**src/dfpc_pkg.sv**
```systemverilog
// constants, types and register map of the data-flash partition command sequencer
// assumes one 250 MHz clock shared by the apb master and the flash array controller

package dfpc_pkg;

  // ==========================================================================
  // command codes and command word indices
  localparam logic [7:0]  CMD_PARTITION  = 8'h20;
  localparam logic [7:0]  CMD_EMU_QUERY  = 8'h15;  // value arbitrary
  localparam logic [2:0]  IDX_CMD        = 3'h0;
  localparam logic [2:0]  IDX_DIRECT     = 3'h1;
  localparam logic [2:0]  IDX_BUFFER     = 3'h2;
  localparam int          NUM_WORDS      = 8;

  // ==========================================================================
  // partition geometry, counted in sectors
  localparam logic [5:0]  DFLASH_SECTORS = 6'h20;   // 32 sectors of 256 bytes
  localparam int          SECTOR_BYTES   = 256;
  localparam logic [15:0] MAX_DIRECT     = 16'h0080;
  localparam logic [15:0] MAX_BUFFER     = 16'h0008;
  localparam logic [15:0] MIN_EMU        = 16'h000C;
  localparam logic [15:0] MIN_RATIO      = 16'h0008;
  localparam logic [22:0] INFO_ADDR0     = 23'h12_0000;
  localparam logic [22:0] INFO_ADDR1     = 23'h12_0002;

  // ==========================================================================
  // register byte offsets
  localparam logic [7:0]  OFS_INDEX      = 8'h00;
  localparam logic [7:0]  OFS_DATA       = 8'h04;
  localparam logic [7:0]  OFS_STATUS     = 8'h08;
  localparam logic [7:0]  OFS_MODE       = 8'h0C;
  localparam logic [7:0]  OFS_PART       = 8'h10;
  localparam logic [7:0]  OFS_IRQ_STAT   = 8'h14;
  localparam logic [7:0]  OFS_IRQ_CLR    = 8'h18;
  localparam logic [7:0]  OFS_IRQ_EN     = 8'h1C;

  // field positions
  localparam int          ST_COMMAND_COMPLETE_FLAG        = 0;
  localparam int          ST_ACCESS_ERROR_FLAG      = 1;
  localparam int          ST_VFAIL       = 2;
  localparam int          MODE_LOCK      = 0;
  localparam int          IRQ_DONE       = 0;
  localparam int          IRQ_ERR        = 1;

  // ==========================================================================
  // sequencer states and flash operations
  typedef enum logic [2:0] {
    ST_IDLE  = 3'h0,
    ST_VALID = 3'h1,
    ST_VER_D = 3'h2,
    ST_VER_I = 3'h3,
    ST_PROG0 = 3'h4,
    ST_PROG1 = 3'h5,
    ST_QUERY = 3'h6
  } dfpc_state_type;

  typedef enum logic [1:0] {
    OP_NONE     = 2'h0,
    OP_VERIFY_D = 2'h1,
    OP_VERIFY_I = 2'h2,
    OP_PROGRAM  = 2'h3
  } dfpc_op_type;

  // ==========================================================================
  // carriers
  typedef struct packed {
    logic        psel;
    logic        penable;
    logic        pwrite;
    logic [7:0]  paddr;
    logic [31:0] pwdata;
  } dfpc_apb_type;

  typedef struct packed {
    logic        req;
    dfpc_op_type op;
    logic [22:0] addr;
    logic [15:0] wdata;
    logic [5:0]  sectors;
  } dfpc_nvm_req_type;

  typedef struct packed {
    logic ack;
    logic fail;
  } dfpc_nvm_rsp_type;

endpackage

```
**src/dfpc_sequencer.sv**
```systemverilog
// data-flash partition and emulation query command sequencer with apb registers
// assumes the flash array controller runs on the same clock and acks each operation
//
// Functional notes
// data flash block is 32 sectors of 256 bytes; sizes count sectors
// software fully erases all blocks before launching the partition command
// software loads code 0x20 at index 0, direct count at 1, buffer count at 2
// clearing command complete launches; validation, erase-verify, programming follow in order
// direct partition count above 128 is rejected
// buffer emulation count above 8 is rejected
// nonzero buffer count needs 128 minus direct count at least 12
// nonzero buffer count needs remaining sectors over buffer count at least 8
// after validation, erase-verify data flash block then information register
// program direct count into information register at 0x12_0000
// program duplicate direct count into information register at 0x12_0002
// query command launched with index not zero sets access error
// command not permitted in current mode sets access error
// failed validation sets access error, skips steps, sets command complete
// command complete set once all partition steps finish
`timescale 1ns/1ps

module dfpc_sequencer (
  // clock and reset
  input  wire logic                      clock,
  input  wire logic                      resetn,
  // apb slave
  input  wire dfpc_pkg::dfpc_apb_type    apb,
  output logic                           pready,
  output logic                           pslverr,
  output logic [31:0]                    prdata,
  // flash array controller
  output dfpc_pkg::dfpc_nvm_req_type     nvm_req,
  input  wire dfpc_pkg::dfpc_nvm_rsp_type nvm_rsp,
  // interrupt
  output logic                           irq
);
  import dfpc_pkg::*;

  // ==========================================================================
  // state
  typedef struct packed {
    dfpc_state_type         fsm;
    logic [2:0]             idx;
    logic [NUM_WORDS-1:0][15:0] words;
    logic                   command_complete_flag;
    logic                   access_error_flag;
    logic                   vfail;
    logic                   lock;
    logic [15:0]            part_direct;
    logic [15:0]            part_copy;
    logic [1:0]             irq_stat;
    logic [1:0]             irq_en;
    logic [31:0]            rdata;
    dfpc_op_type            op;
    logic [22:0]            addr;
    logic [15:0]            wdata;
  } dfpc_regs_type;

  dfpc_regs_type s_r;
  dfpc_regs_type s_nxt;

  // ==========================================================================
  // decode helpers
  function automatic logic hit(input logic [7:0] a, input logic [7:0] ofs);
    hit = (a == ofs);
  endfunction

  function automatic logic mapped(input logic [7:0] a);
    mapped = hit(a, OFS_INDEX) || hit(a, OFS_DATA) || hit(a, OFS_STATUS) || hit(a, OFS_MODE) ||
             hit(a, OFS_PART) || hit(a, OFS_IRQ_STAT) || hit(a, OFS_IRQ_CLR) || hit(a, OFS_IRQ_EN);
  endfunction

  // sizes check; floor(r/b) >= 8 is the same as r >= 8*b, so no divider is needed
  function automatic logic sizes_good(input logic [15:0] direct, input logic [15:0] buffer);
    logic [15:0] remain;
    logic [15:0] need;
    remain = MAX_DIRECT - direct;
    need   = 16'(buffer * MIN_RATIO);
    sizes_good = (direct <= MAX_DIRECT) && (buffer <= MAX_BUFFER) &&
                 ((buffer == 16'h0000) || (remain >= MIN_EMU)) &&
                 ((buffer == 16'h0000) || (remain >= need));
  endfunction

  // ==========================================================================
  // bus strobes; the slave never waits, so every access phase completes at once
  logic setup_ph;
  logic wr_acc;
  logic launch;
  logic [7:0] cmd_code;
  logic sizes_ok;
  logic err_evt;
  logic done_evt;

  assign setup_ph = apb.psel && !apb.penable;
  assign wr_acc   = apb.psel && apb.penable && apb.pwrite;
  assign launch   = wr_acc && hit(apb.paddr, OFS_STATUS) && apb.pwdata[ST_COMMAND_COMPLETE_FLAG] && s_r.command_complete_flag;
  assign cmd_code = s_r.words[IDX_CMD][15:8];
  assign sizes_ok = sizes_good(s_r.words[IDX_DIRECT], s_r.words[IDX_BUFFER]);

  assign pready  = 1'b1;
  assign pslverr = apb.psel && apb.penable && !mapped(apb.paddr);
  assign prdata  = s_r.rdata;
  assign irq     = |(s_r.irq_stat & s_r.irq_en);

  // flash request is a level held until the controller acks
  always_comb begin
    nvm_req.req     = (s_r.fsm == ST_VER_D) || (s_r.fsm == ST_VER_I) ||
                      (s_r.fsm == ST_PROG0) || (s_r.fsm == ST_PROG1);
    nvm_req.op      = s_r.op;
    nvm_req.addr    = s_r.addr;
    nvm_req.wdata   = s_r.wdata;
    nvm_req.sectors = DFLASH_SECTORS;
  end

  // ==========================================================================
  // next state: bus writes first, so hardware sets below win over software clears
  always_comb begin
    s_nxt    = s_r;
    err_evt  = 1'b0;
    done_evt = 1'b0;

    // read data is captured in the setup cycle and presented in the access cycle
    if (setup_ph) begin
      s_nxt.rdata = 32'h0000_0000;
      if (hit(apb.paddr, OFS_INDEX)) begin
        s_nxt.rdata[2:0] = s_r.idx;
      end
      if (hit(apb.paddr, OFS_DATA)) begin
        s_nxt.rdata[15:0] = s_r.words[s_r.idx];
      end
      if (hit(apb.paddr, OFS_STATUS)) begin
        s_nxt.rdata[ST_COMMAND_COMPLETE_FLAG]   = s_r.command_complete_flag;
        s_nxt.rdata[ST_ACCESS_ERROR_FLAG] = s_r.access_error_flag;
        s_nxt.rdata[ST_VFAIL]  = s_r.vfail;
      end
      if (hit(apb.paddr, OFS_MODE)) begin
        s_nxt.rdata[MODE_LOCK] = s_r.lock;
      end
      if (hit(apb.paddr, OFS_PART)) begin
        s_nxt.rdata = {s_r.part_copy, s_r.part_direct};
      end
      if (hit(apb.paddr, OFS_IRQ_STAT)) begin
        s_nxt.rdata[1:0] = s_r.irq_stat;
      end
      if (hit(apb.paddr, OFS_IRQ_EN)) begin
        s_nxt.rdata[1:0] = s_r.irq_en;
      end
    end

    // command words are frozen while a command runs
    if (wr_acc) begin
      if (hit(apb.paddr, OFS_INDEX) && s_r.command_complete_flag) begin
        s_nxt.idx = apb.pwdata[2:0];
      end
      if (hit(apb.paddr, OFS_DATA) && s_r.command_complete_flag) begin
        s_nxt.words[s_r.idx] = apb.pwdata[15:0];
      end
      if (hit(apb.paddr, OFS_STATUS)) begin
        if (apb.pwdata[ST_ACCESS_ERROR_FLAG]) begin
          s_nxt.access_error_flag = 1'b0;
        end
        if (apb.pwdata[ST_VFAIL]) begin
          s_nxt.vfail = 1'b0;
        end
      end
      if (hit(apb.paddr, OFS_MODE)) begin
        s_nxt.lock = apb.pwdata[MODE_LOCK];
      end
      if (hit(apb.paddr, OFS_IRQ_CLR)) begin
        s_nxt.irq_stat = s_r.irq_stat & ~apb.pwdata[1:0];
      end
      if (hit(apb.paddr, OFS_IRQ_EN)) begin
        s_nxt.irq_en = apb.pwdata[1:0];
      end
    end

    // sequencer
    unique case (s_r.fsm)
      ST_IDLE: begin
        if (launch) begin
          if ((cmd_code == CMD_EMU_QUERY) && (s_r.idx != IDX_CMD)) begin
            err_evt = 1'b1;
          end else if ((cmd_code == CMD_PARTITION) && !s_r.lock) begin
            s_nxt.command_complete_flag = 1'b0;
            s_nxt.fsm  = ST_VALID;
          end else if (cmd_code == CMD_EMU_QUERY) begin
            s_nxt.command_complete_flag = 1'b0;
            s_nxt.fsm  = ST_QUERY;
          end else begin
            err_evt = 1'b1;
          end
        end
      end
      ST_VALID: begin
        if (sizes_ok) begin
          s_nxt.fsm = ST_VER_D;
          s_nxt.op  = OP_VERIFY_D;
        end else begin
          err_evt    = 1'b1;
          s_nxt.command_complete_flag = 1'b1;
          s_nxt.fsm  = ST_IDLE;
        end
      end
      ST_VER_D, ST_VER_I, ST_PROG0, ST_PROG1: begin
        if (nvm_rsp.ack) begin
          if (nvm_rsp.fail) begin
            // a failed step aborts the rest of the command
            s_nxt.vfail = 1'b1;
            err_evt     = 1'b1;
            s_nxt.command_complete_flag  = 1'b1;
            s_nxt.fsm   = ST_IDLE;
            s_nxt.op    = OP_NONE;
          end else if (s_r.fsm == ST_VER_D) begin
            s_nxt.fsm = ST_VER_I;
            s_nxt.op  = OP_VERIFY_I;
          end else if (s_r.fsm == ST_VER_I) begin
            s_nxt.fsm   = ST_PROG0;
            s_nxt.op    = OP_PROGRAM;
            s_nxt.addr  = INFO_ADDR0;
            s_nxt.wdata = s_r.words[IDX_DIRECT];
          end else if (s_r.fsm == ST_PROG0) begin
            s_nxt.fsm   = ST_PROG1;
            s_nxt.addr  = INFO_ADDR1;
            s_nxt.wdata = s_r.words[IDX_DIRECT];
          end else begin
            s_nxt.part_direct = s_r.words[IDX_DIRECT];
            s_nxt.part_copy   = s_r.wdata;
            done_evt          = 1'b1;
            s_nxt.command_complete_flag        = 1'b1;
            s_nxt.fsm         = ST_IDLE;
            s_nxt.op          = OP_NONE;
          end
        end
      end
      ST_QUERY: begin
        // report the stored partition back through the command words
        s_nxt.words[IDX_DIRECT] = s_r.part_direct;
        s_nxt.words[IDX_BUFFER] = s_r.part_copy;
        done_evt                = 1'b1;
        s_nxt.command_complete_flag              = 1'b1;
        s_nxt.fsm               = ST_IDLE;
      end
      default: begin
        s_nxt.command_complete_flag = 1'b1;
        s_nxt.fsm  = ST_IDLE;
      end
    endcase

    // sticky flags, set after any clear so a same-cycle event is kept
    if (err_evt) begin
      s_nxt.access_error_flag            = 1'b1;
      s_nxt.irq_stat[IRQ_ERR] = 1'b1;
    end
    if (done_evt) begin
      s_nxt.irq_stat[IRQ_DONE] = 1'b1;
    end
  end

  // ==========================================================================
  // register
  always_ff @(posedge clock or negedge resetn) begin
    if (!resetn) begin
      s_r      <= '0;
      s_r.fsm  <= ST_IDLE;
      s_r.op   <= OP_NONE;
      s_r.command_complete_flag <= 1'b1;
    end else begin
      s_r <= s_nxt;
    end
  end

  // ==========================================================================
  // checks
  launch_clears_a: assert property (@(posedge clock) disable iff (!resetn)
    launch && (cmd_code == CMD_PARTITION) && !s_r.lock |=> !s_r.command_complete_flag && (s_r.fsm == ST_VALID) ##1
    (s_r.fsm != ST_VALID))
    else $error("partition launch did not clear command complete");

  reject_direct_a: assert property (@(posedge clock) disable iff (!resetn)
    (s_r.fsm == ST_VALID) && (s_r.words[IDX_DIRECT] > MAX_DIRECT) |=> s_r.access_error_flag && s_r.command_complete_flag)
    else $error("oversized direct partition accepted");

  reject_buffer_a: assert property (@(posedge clock) disable iff (!resetn)
    (s_r.fsm == ST_VALID) && (s_r.words[IDX_BUFFER] > MAX_BUFFER) |=> s_r.access_error_flag && (s_r.fsm == ST_IDLE))
    else $error("oversized buffer partition accepted");

  min_emu_a: assert property (@(posedge clock) disable iff (!resetn)
    (s_r.fsm == ST_VALID) && (s_r.words[IDX_BUFFER] != 16'h0000) && (s_r.words[IDX_DIRECT] <= MAX_DIRECT) &&
    ((MAX_DIRECT - s_r.words[IDX_DIRECT]) < MIN_EMU) |=> s_r.access_error_flag && (s_r.fsm == ST_IDLE))
    else $error("too few emulation sectors accepted");

  ratio_a: assert property (@(posedge clock) disable iff (!resetn)
    (s_r.fsm == ST_VALID) && sizes_ok |-> (s_r.words[IDX_BUFFER] == 16'h0000) ||
    (((MAX_DIRECT - s_r.words[IDX_DIRECT]) / s_r.words[IDX_BUFFER]) >= MIN_RATIO))
    else $error("emulation ratio below minimum accepted");

  verify_order_a: assert property (@(posedge clock) disable iff (!resetn)
    (s_r.fsm == ST_VER_D) && nvm_rsp.ack && !nvm_rsp.fail |=> nvm_req.req && (nvm_req.op == OP_VERIFY_I))
    else $error("information register verify did not follow");

  prog_first_a: assert property (@(posedge clock) disable iff (!resetn)
    $rose(s_r.fsm == ST_PROG0) |-> nvm_req.req && (nvm_req.addr == INFO_ADDR0) &&
    (nvm_req.wdata == s_r.words[IDX_DIRECT]))
    else $error("first partition copy wrong");

  prog_second_a: assert property (@(posedge clock) disable iff (!resetn)
    (s_r.fsm == ST_PROG0) && nvm_rsp.ack && !nvm_rsp.fail |=> (nvm_req.addr == INFO_ADDR1) &&
    (nvm_req.wdata == s_r.words[IDX_DIRECT]))
    else $error("duplicate partition copy wrong");

  query_index_a: assert property (@(posedge clock) disable iff (!resetn)
    launch && (cmd_code == CMD_EMU_QUERY) && (s_r.idx != IDX_CMD) |=> s_r.access_error_flag && s_r.command_complete_flag && s_r.irq_stat[IRQ_ERR])
    else $error("query with bad index not flagged");

  mode_block_a: assert property (@(posedge clock) disable iff (!resetn)
    launch && (cmd_code == CMD_PARTITION) && s_r.lock |=> s_r.access_error_flag && (s_r.fsm == ST_IDLE))
    else $error("locked partition launch not flagged");

  fail_skip_a: assert property (@(posedge clock) disable iff (!resetn)
    (s_r.fsm == ST_VALID) && !sizes_ok |=> s_r.command_complete_flag && !nvm_req.req ##1 !nvm_req.req)
    else $error("failed validation did not abort");

  done_sets_a: assert property (@(posedge clock) disable iff (!resetn)
    (s_r.fsm == ST_PROG1) && nvm_rsp.ack && !nvm_rsp.fail |=> s_r.command_complete_flag && s_r.irq_stat[IRQ_DONE] &&
    (s_r.part_direct == s_r.part_copy))
    else $error("command complete not set after programming");

  sectors_fixed_a: assert property (@(posedge clock) disable iff (!resetn)
    nvm_req.req |-> (nvm_req.sectors == DFLASH_SECTORS))
    else $error("flash request sector count wrong");

  busy_req_a: assert property (@(posedge clock) disable iff (!resetn)
    nvm_req.req |-> !s_r.command_complete_flag && (s_r.fsm != ST_IDLE))
    else $error("flash request while no command runs");

  verify_abort_a: assert property (@(posedge clock) disable iff (!resetn)
    ((s_r.fsm == ST_VER_D) || (s_r.fsm == ST_VER_I)) && nvm_rsp.ack && nvm_rsp.fail |=>
    s_r.vfail && s_r.access_error_flag && s_r.command_complete_flag && !nvm_req.req)
    else $error("failed verify did not abort the command");

  query_err_wins_a: assert property (@(posedge clock) disable iff (!resetn)
    launch && (cmd_code == CMD_EMU_QUERY) && (s_r.idx != IDX_CMD) && apb.pwdata[ST_ACCESS_ERROR_FLAG] |=> s_r.access_error_flag)
    else $error("access error clear beat a same-cycle query error");

endmodule

```
**config.mk**
```make
export PLATFORM = sky130hd
export DESIGN_NAME = dfpc_sequencer
export DESIGN_NICKNAME = d
export VERILOG_FILES = /design/src/dfpc_pkg.sv /design/src/dfpc_sequencer.sv
export SDC_FILE = /design/constraint.sdc
export NUM_CORES = 1
export LEC_CHECK = 0
export BUFFER_PORTS_ARGS = -buffer_cell sky130_fd_sc_hd__buf_2
export CORE_ASPECT_RATIO = 0.7
export CORE_UTILIZATION = 51
export CTS_CLUSTER_DIAMETER = 40
export CTS_CLUSTER_SIZE = 8
export DETAILED_ROUTE_END_ITERATION = 12
export MAX_ROUTING_LAYER = met4
export PLACE_DENSITY = 0.77
export SLEW_MARGIN = 20
export SYNTH_ARGS = -nofsm -noshare
export SYNTH_HDL_FRONTEND = slang
export SYNTH_SLANG_ARGS = --single-unit
```
**constraint.sdc**
```tcl
create_clock -name clock -period 8.9 [get_ports clock]
set_input_delay 0.445 -clock clock [delete_from_list [all_inputs] [get_ports clock]]
set_output_delay 0.445 -clock clock [all_outputs]
set_load 0.005 [all_outputs]
```
# Word-level counts from Yosys, hierarchy flattened
# Cells that the tools add are included.
classes:
  n_addsub: 1
  mul: 0
  div: 0
  order_cmp: 6
  n_eq_ne: 25
  shift: 0
  muxes: 75
  n_bitwise: 7
  n_reduce_logical: 59
ops:
  columns: ["operator", "n"]
  rows:
  - ["bitwise mux 128 bit", 1]
  - ["two-way mux 39 bit", 3]
  - ["two-way mux 48 bit", 2]
  - ["two-way mux 41 bit", 2]
  - ["two-way mux 32 bit", 2]
  - ["binary-select mux 16 bit (select 3 bit)", 1]
  - ["demux 16 bit (select 3 bit)", 1]
  - ["two-way mux 16 bit", 3]
  - ["equality test 8 x 5 -> 1 bit (second input constant)", 5]
  - ["two-way mux 3 bit", 12]
  - ["two-way mux 1 bit", 32]
  - ["two-way mux 2 bit", 10]
  - ["nonzero test 2 bit", 10]
  - ["equality test 8 x 4 -> 1 bit (second input constant)", 2]
  - [">= comparator 16 bit", 1]
  - [">= comparator 16 x 4 -> 1 bit (second input constant)", 1]
  - ["less-or-equal comparator 16 x 4 -> 1 bit (second input constant)", 1]
  - ["less-or-equal comparator 16 x 8 -> 1 bit (second input constant)", 1]
  - ["zero test 16 bit", 1]
  - ["subtractor 8 x 16 -> 16 bit (first input constant)", 1]
  - ["logical AND 1 bit", 15]
  - ["AND reduction 2 bit", 7]
  - ["logical OR 1 bit", 12]
  - ["!= test 3 bit (second input constant)", 4]
  - ["other kinds (28)", 43]
totals:
  regBits: 247
  latchBits: 0
  ram_bits: 0
  rom_bits: 0
  output_inout_bits: 83
  wordCells: 196
  n_memories: 0

# Logic depth before layout (Yosys ltp)
depth:
  depth_word: 10
  ltp_mapped: 14

# Worst setup path before layout
# Ideal clock, no wire load.
synth_timing:
  path_type: "flip-flop to flip-flop"
  start: "register s_r[132] in the netlist's numbering"
  end: "register s_r[112] in the netlist's numbering"
  setup_time_ns: 0.082
  arrival_ns: 2.967
  slack_ns: 5.850
  path_stages_with_launch: 12
  n_path_buf: 0
  synth_period_minus_slack_ns: 3.050
  cell_sequence: "dfrtp_1 or4_4 or3_2 nand2_1 ha_1 a21oi_1 nand2_1 o31ai_1 a31oi_1 o2111ai_2 o211ai_2 mux2_4"
synth_via:
  elab_chain_len: 7
synth_lines:
  columns: ["element", "line", "source"]
  rows:
  - ["start, declared", "dfpc_sequencer.sv:59", "dfpc_regs_type s_r;"]
  - ["start signal, assigned", "dfpc_sequencer.sv:268", "s_r <= s_nxt;"]
  - ["subtractor 8 x 16 -> 16 bit", "dfpc_sequencer.sv:77", "remain = MAX_DIRECT - direct;"]
  - [">= comparator 16 x 4 -> 1 bit", "dfpc_sequencer.sv:80", "((buffer == 16'h0000) || (remain >= MIN_EMU)) &&"]
  - ["logical OR 1 bit", "dfpc_sequencer.sv:80", null]
  - ["logical AND 1 bit", "dfpc_sequencer.sv:79", "sizes_good = (direct <= MAX_DIRECT) && (buffer <= MAX_BUFFER) &&"]
  - ["logical AND 1 bit (*)", "dfpc_sequencer.sv:80", null]
  - ["!= test 2 bit (no source line) (*)", null, null]
  - ["AND reduction 8 bit (no source line) (*)", null, null]
# Mark *: on every way between the ends. The rest lies on a longest branch, timed or not.
# A chain may end at the register's enable or synchronous reset.

# Worst setup path after layout
layout_timing:
  start: "register s_r[132] in the netlist's numbering"
  end: "register s_r, in the netlist nvm_req[45]"
layout_via:
  elab_chain_len: 7
layout_lines:
  columns: ["element", "line"]
  rows:
  - ["subtractor 8 x 16 -> 16 bit", "dfpc_sequencer.sv:77"]
  - [">= comparator 16 x 4 -> 1 bit", "dfpc_sequencer.sv:80"]
  - ["logical OR 1 bit", "dfpc_sequencer.sv:80"]
  - ["logical AND 1 bit", "dfpc_sequencer.sv:79"]
  - ["logical AND 1 bit (*)", "dfpc_sequencer.sv:80"]
  - ["!= test 2 bit (no source line) (*)", null]
  - ["AND reduction 4 bit (no source line) (*)", null]
# Marked as above.

==> results.toml <==
[sta]
setup_viol = 0
slew_viol_final = 0
rsz0062_at_grt = "no"
clock.fmax_mhz = 277
relSlewSlack = 0.310
period_minus_slack_ns = 3.61
hold_ws_ns = 0.228
period_share = 0.406
worstMarginPinSlew_ns = 1.03
setup_ws_ns = 5.29
clock-skew-final_ns = 0.0144
tns_ns = 0
timing.final.hold_violations = 0

[grt]
grt_overflow = 0
grt.total_usage = 0.245
first_global_vias = 7284
grt_max_degree = 92
grt_pass1_wl_microns = 42300
antenna_found_initial = 0

[synthesis]
ys_warn_count = 0
yosys.cell_types.count = 72
async_reset_ff_frac = 1.00
muxShareOfSynthArea = 0.253
synth.yosys.seq_area_share = 0.486
synthAdderAreaFrac = 0.0140
synth_top_family_by_area = "multiplexers"
ys_ff_latch = 226
netlist_area_sq_um = 11600
synth_xor_area_frac = 0.00678
synth-edff-count = 0
synth_cells = 979
synth_ff_type = "dfrtp_1"
synth_compound_area_frac = 0.0669
avgSynthCellArea_sq_um = 11.9
yosys.area_share.simple = 0.0922

[worst_setup_path]
r2r-end = "nvm_req[45]$_DFFE_PN0P_"
max_stage_delay_ns = 0.64
crit_slowest_cell = "or4_4"
cp.arrival_ns = 4.04
worst-path-max-fanout = 8
r2r_start = "s_r[132]$_DFFE_PN0P_"
critPathCaptureType = "flip-flop"
r2r_slack_ns = 5.29
reg2regPathDepth = 13
crit_chain = "or4_4 -> o21ai_4 -> nand2_1 -> nor3_1 -> xnor2_1 -> ha_1 -> nand2_1 -> nor3_1 -> o31ai_1 -> a31oi_1 -> o2111ai_2 -> a221oi_1 -> a31o_2"
setup.worst_path.start_class = "flip-flop"
critPathKind = "reg2reg"
cp_data_required_time_ns = 9.33

[die]
start_util = 0.528
die_h_microns = 128
dieArea_sq_um = 23400
die_x_microns = 183
num_rows = 45
ioPinCount = 130
fp.coreArea_sq_um = 22000

[power_and_ir_drop]
totalPowerFinal_mw = 3.42
p_leak_nw = 6.14
cellPowerDensity_nw_per_um2 = 267
ir_drop_mv = 0.121

[clock_network]
post_cts_resized = 0
clkTransAtPathRegs_ns = 0.05
clock_latency_ns = 0.49
cts_made_buffers = 36
cts_tree = "done"
cts.sinks = 226
root_buffer = "clkbuf_16"
htree_levels = 2
clockBufferDepth = 3

[routing]
routed_wl_microns = 26900
drt_iter0_drc = 764
postRouteAntennaNets = 0
routedWlPerCell_microns = 20.4
drc = 0
vias = 7638
viasPerCell = 5.81
firstDrtPassIters = 5

[worst_hold_path]
hold_start = "nvm_rsp[1]"
min-delay-path-class = "in2reg"
whs_endpoint = "s_r[246]$_DFFE_PN0P_"
hold_depth = 2

[placement]
place_ws_ns = 5.36
place_congestion = 0.888
port_buffers = 86
dp_hpwl_microns = 18000
placed_cell_area_sq_um = 11800

[finish]
fillers = 1767
layout-drive-gt1-share = 0.355
most-common-layout-cells = "224 x dfrtp_1, 164 x mux2_2, 107 x nand2_1"
area_growth_pct = 10.0
layout.nets = 1061
stdcell_area_sq_um = 12800
final_common_cell = "dfrtp_1"

[outcome]
status = "finished clean"

[job]
drv_cap = 0
Yosys cell counts (3+ instances only):
library cell	number	area, sq um
nor3_1	10	50.1
nand3_1	11	55.1
inv_1	17	63.8
nand4b_1	3	26.3
mux2_2	164	1850
nand2_1	107	402
ha_1	13	163
a21oi_1	16	80.1
buf_4	84	631
buf_2	10	50.1
nor2_1	23	86.3
o21ai_1	10	50.1
or3_1	5	31.3
o21ai_0	68	340
dfrtp_1	225	5630
mux2i_1	34	340
and2_1	3	18.8
a31oi_1	3	18.8
o31ai_1	4	30.0
nand4_1	5	31.3
nand2b_1	3	18.8
a22oi_1	13	97.6
xor2_1	3	26.3
and3_1	4	25.0
nor3b_1	3	22.5
nor2b_1	3	18.8
buf_1	3	11.3
mux4_2	31	698
nor4_1	6	37.5
clkbuf_1	39	146
xnor2_1	6	52.6
layer usage:
| metal | global-route usage | vias to the layer above | part of all wire |
|---|---|---|---|
| li1 | - | 3437 | - |
| met1 | 0.373 | 3873 | 0.49 |
| met2 | 0.324 | 295 | 0.41 |
| met3 | 0.0640 | 33 | 0.090 |
| met4 | 0.0509 | 0 | 0.013 |
| met5 | - | - | 0 |
metrics by stage:
step,util,cells
CTS,0.581,1313
floorplan,-,1004
finish,0.581,1314
global route,0.581,1313
global placement,0.535,1267
detailed placement,0.535,1267
report_power, final:
group / internal, mW / total (mW) / switching (mW)
registers: 1.17 / 1.38 / 0.203
clock network: 0.780 / 1.21 / 0.432
logic: 0.385 / 0.827 / 0.442
cells by family after synthesis:
family                     Yosys count
muxes                              233
DFF                                226
and+or+nand+nor                    209
buffers and inverters              156
AOI/OAI and AO/OA                  131
adders and majority gates           13
xor gates and xnor gates             9
other                                2
timing repair:
item                                   4_1_cts  5_1_grt
hold buffers                                 1        0
endpoints found under the hold margin       68        0
setup buffers                                0        0
sequential cells by signal, summed over array words and instances, names as in the netlist:
register  flops
s_r         166
nvm_req      20
prdata       32
cmd_code      8
critical path, delay by kind of cell, from the launching register on:
kind | cells | cell delay, ns
AND/OR/NAND/NOR | 5 | 1.27
AO/OA/AOI/OAI | 6 | 1.36
flip-flops | 1 | 0.50
adder cells (fa/ha/maj) | 1 | 0.30
XOR/XNOR | 1 | 0.10
worst max-delay path by stage:
stage                         start                      end
2_1_floorplan  s_r[132]$_DFFE_PN0P_     s_r[112]$_DFFE_PN1P_
4_1_cts        s_r[132]$_DFFE_PN0P_  nvm_req[45]$_DFFE_PN0P_
6_report       s_r[132]$_DFFE_PN0P_  nvm_req[45]$_DFFE_PN0P_
3_3_place_gp   s_r[132]$_DFFE_PN0P_  nvm_req[45]$_DFFE_PN0P_
5_1_grt        s_r[132]$_DFFE_PN0P_  nvm_req[45]$_DFFE_PN0P_
3_5_place_dp   s_r[132]$_DFFE_PN0P_  nvm_req[45]$_DFFE_PN0P_
layout make-up:
cell class / instances / area, sq um / area share
tap: 305 / 382 / 0.0298
clock inverter: 3 / 47.5 / 0.00371
clock buffer: 42 / 965 / 0.0754
timing repair buffer: 97 / 526 / 0.0411
antenna: 1 / 2.50 / 0.000196
sequential: 226 / 5660 / 0.442
multi-input combinational: 622 / 5150 / 0.403
inverter: 18 / 67.6 / 0.00528
(Power assumes the default switching activity.)
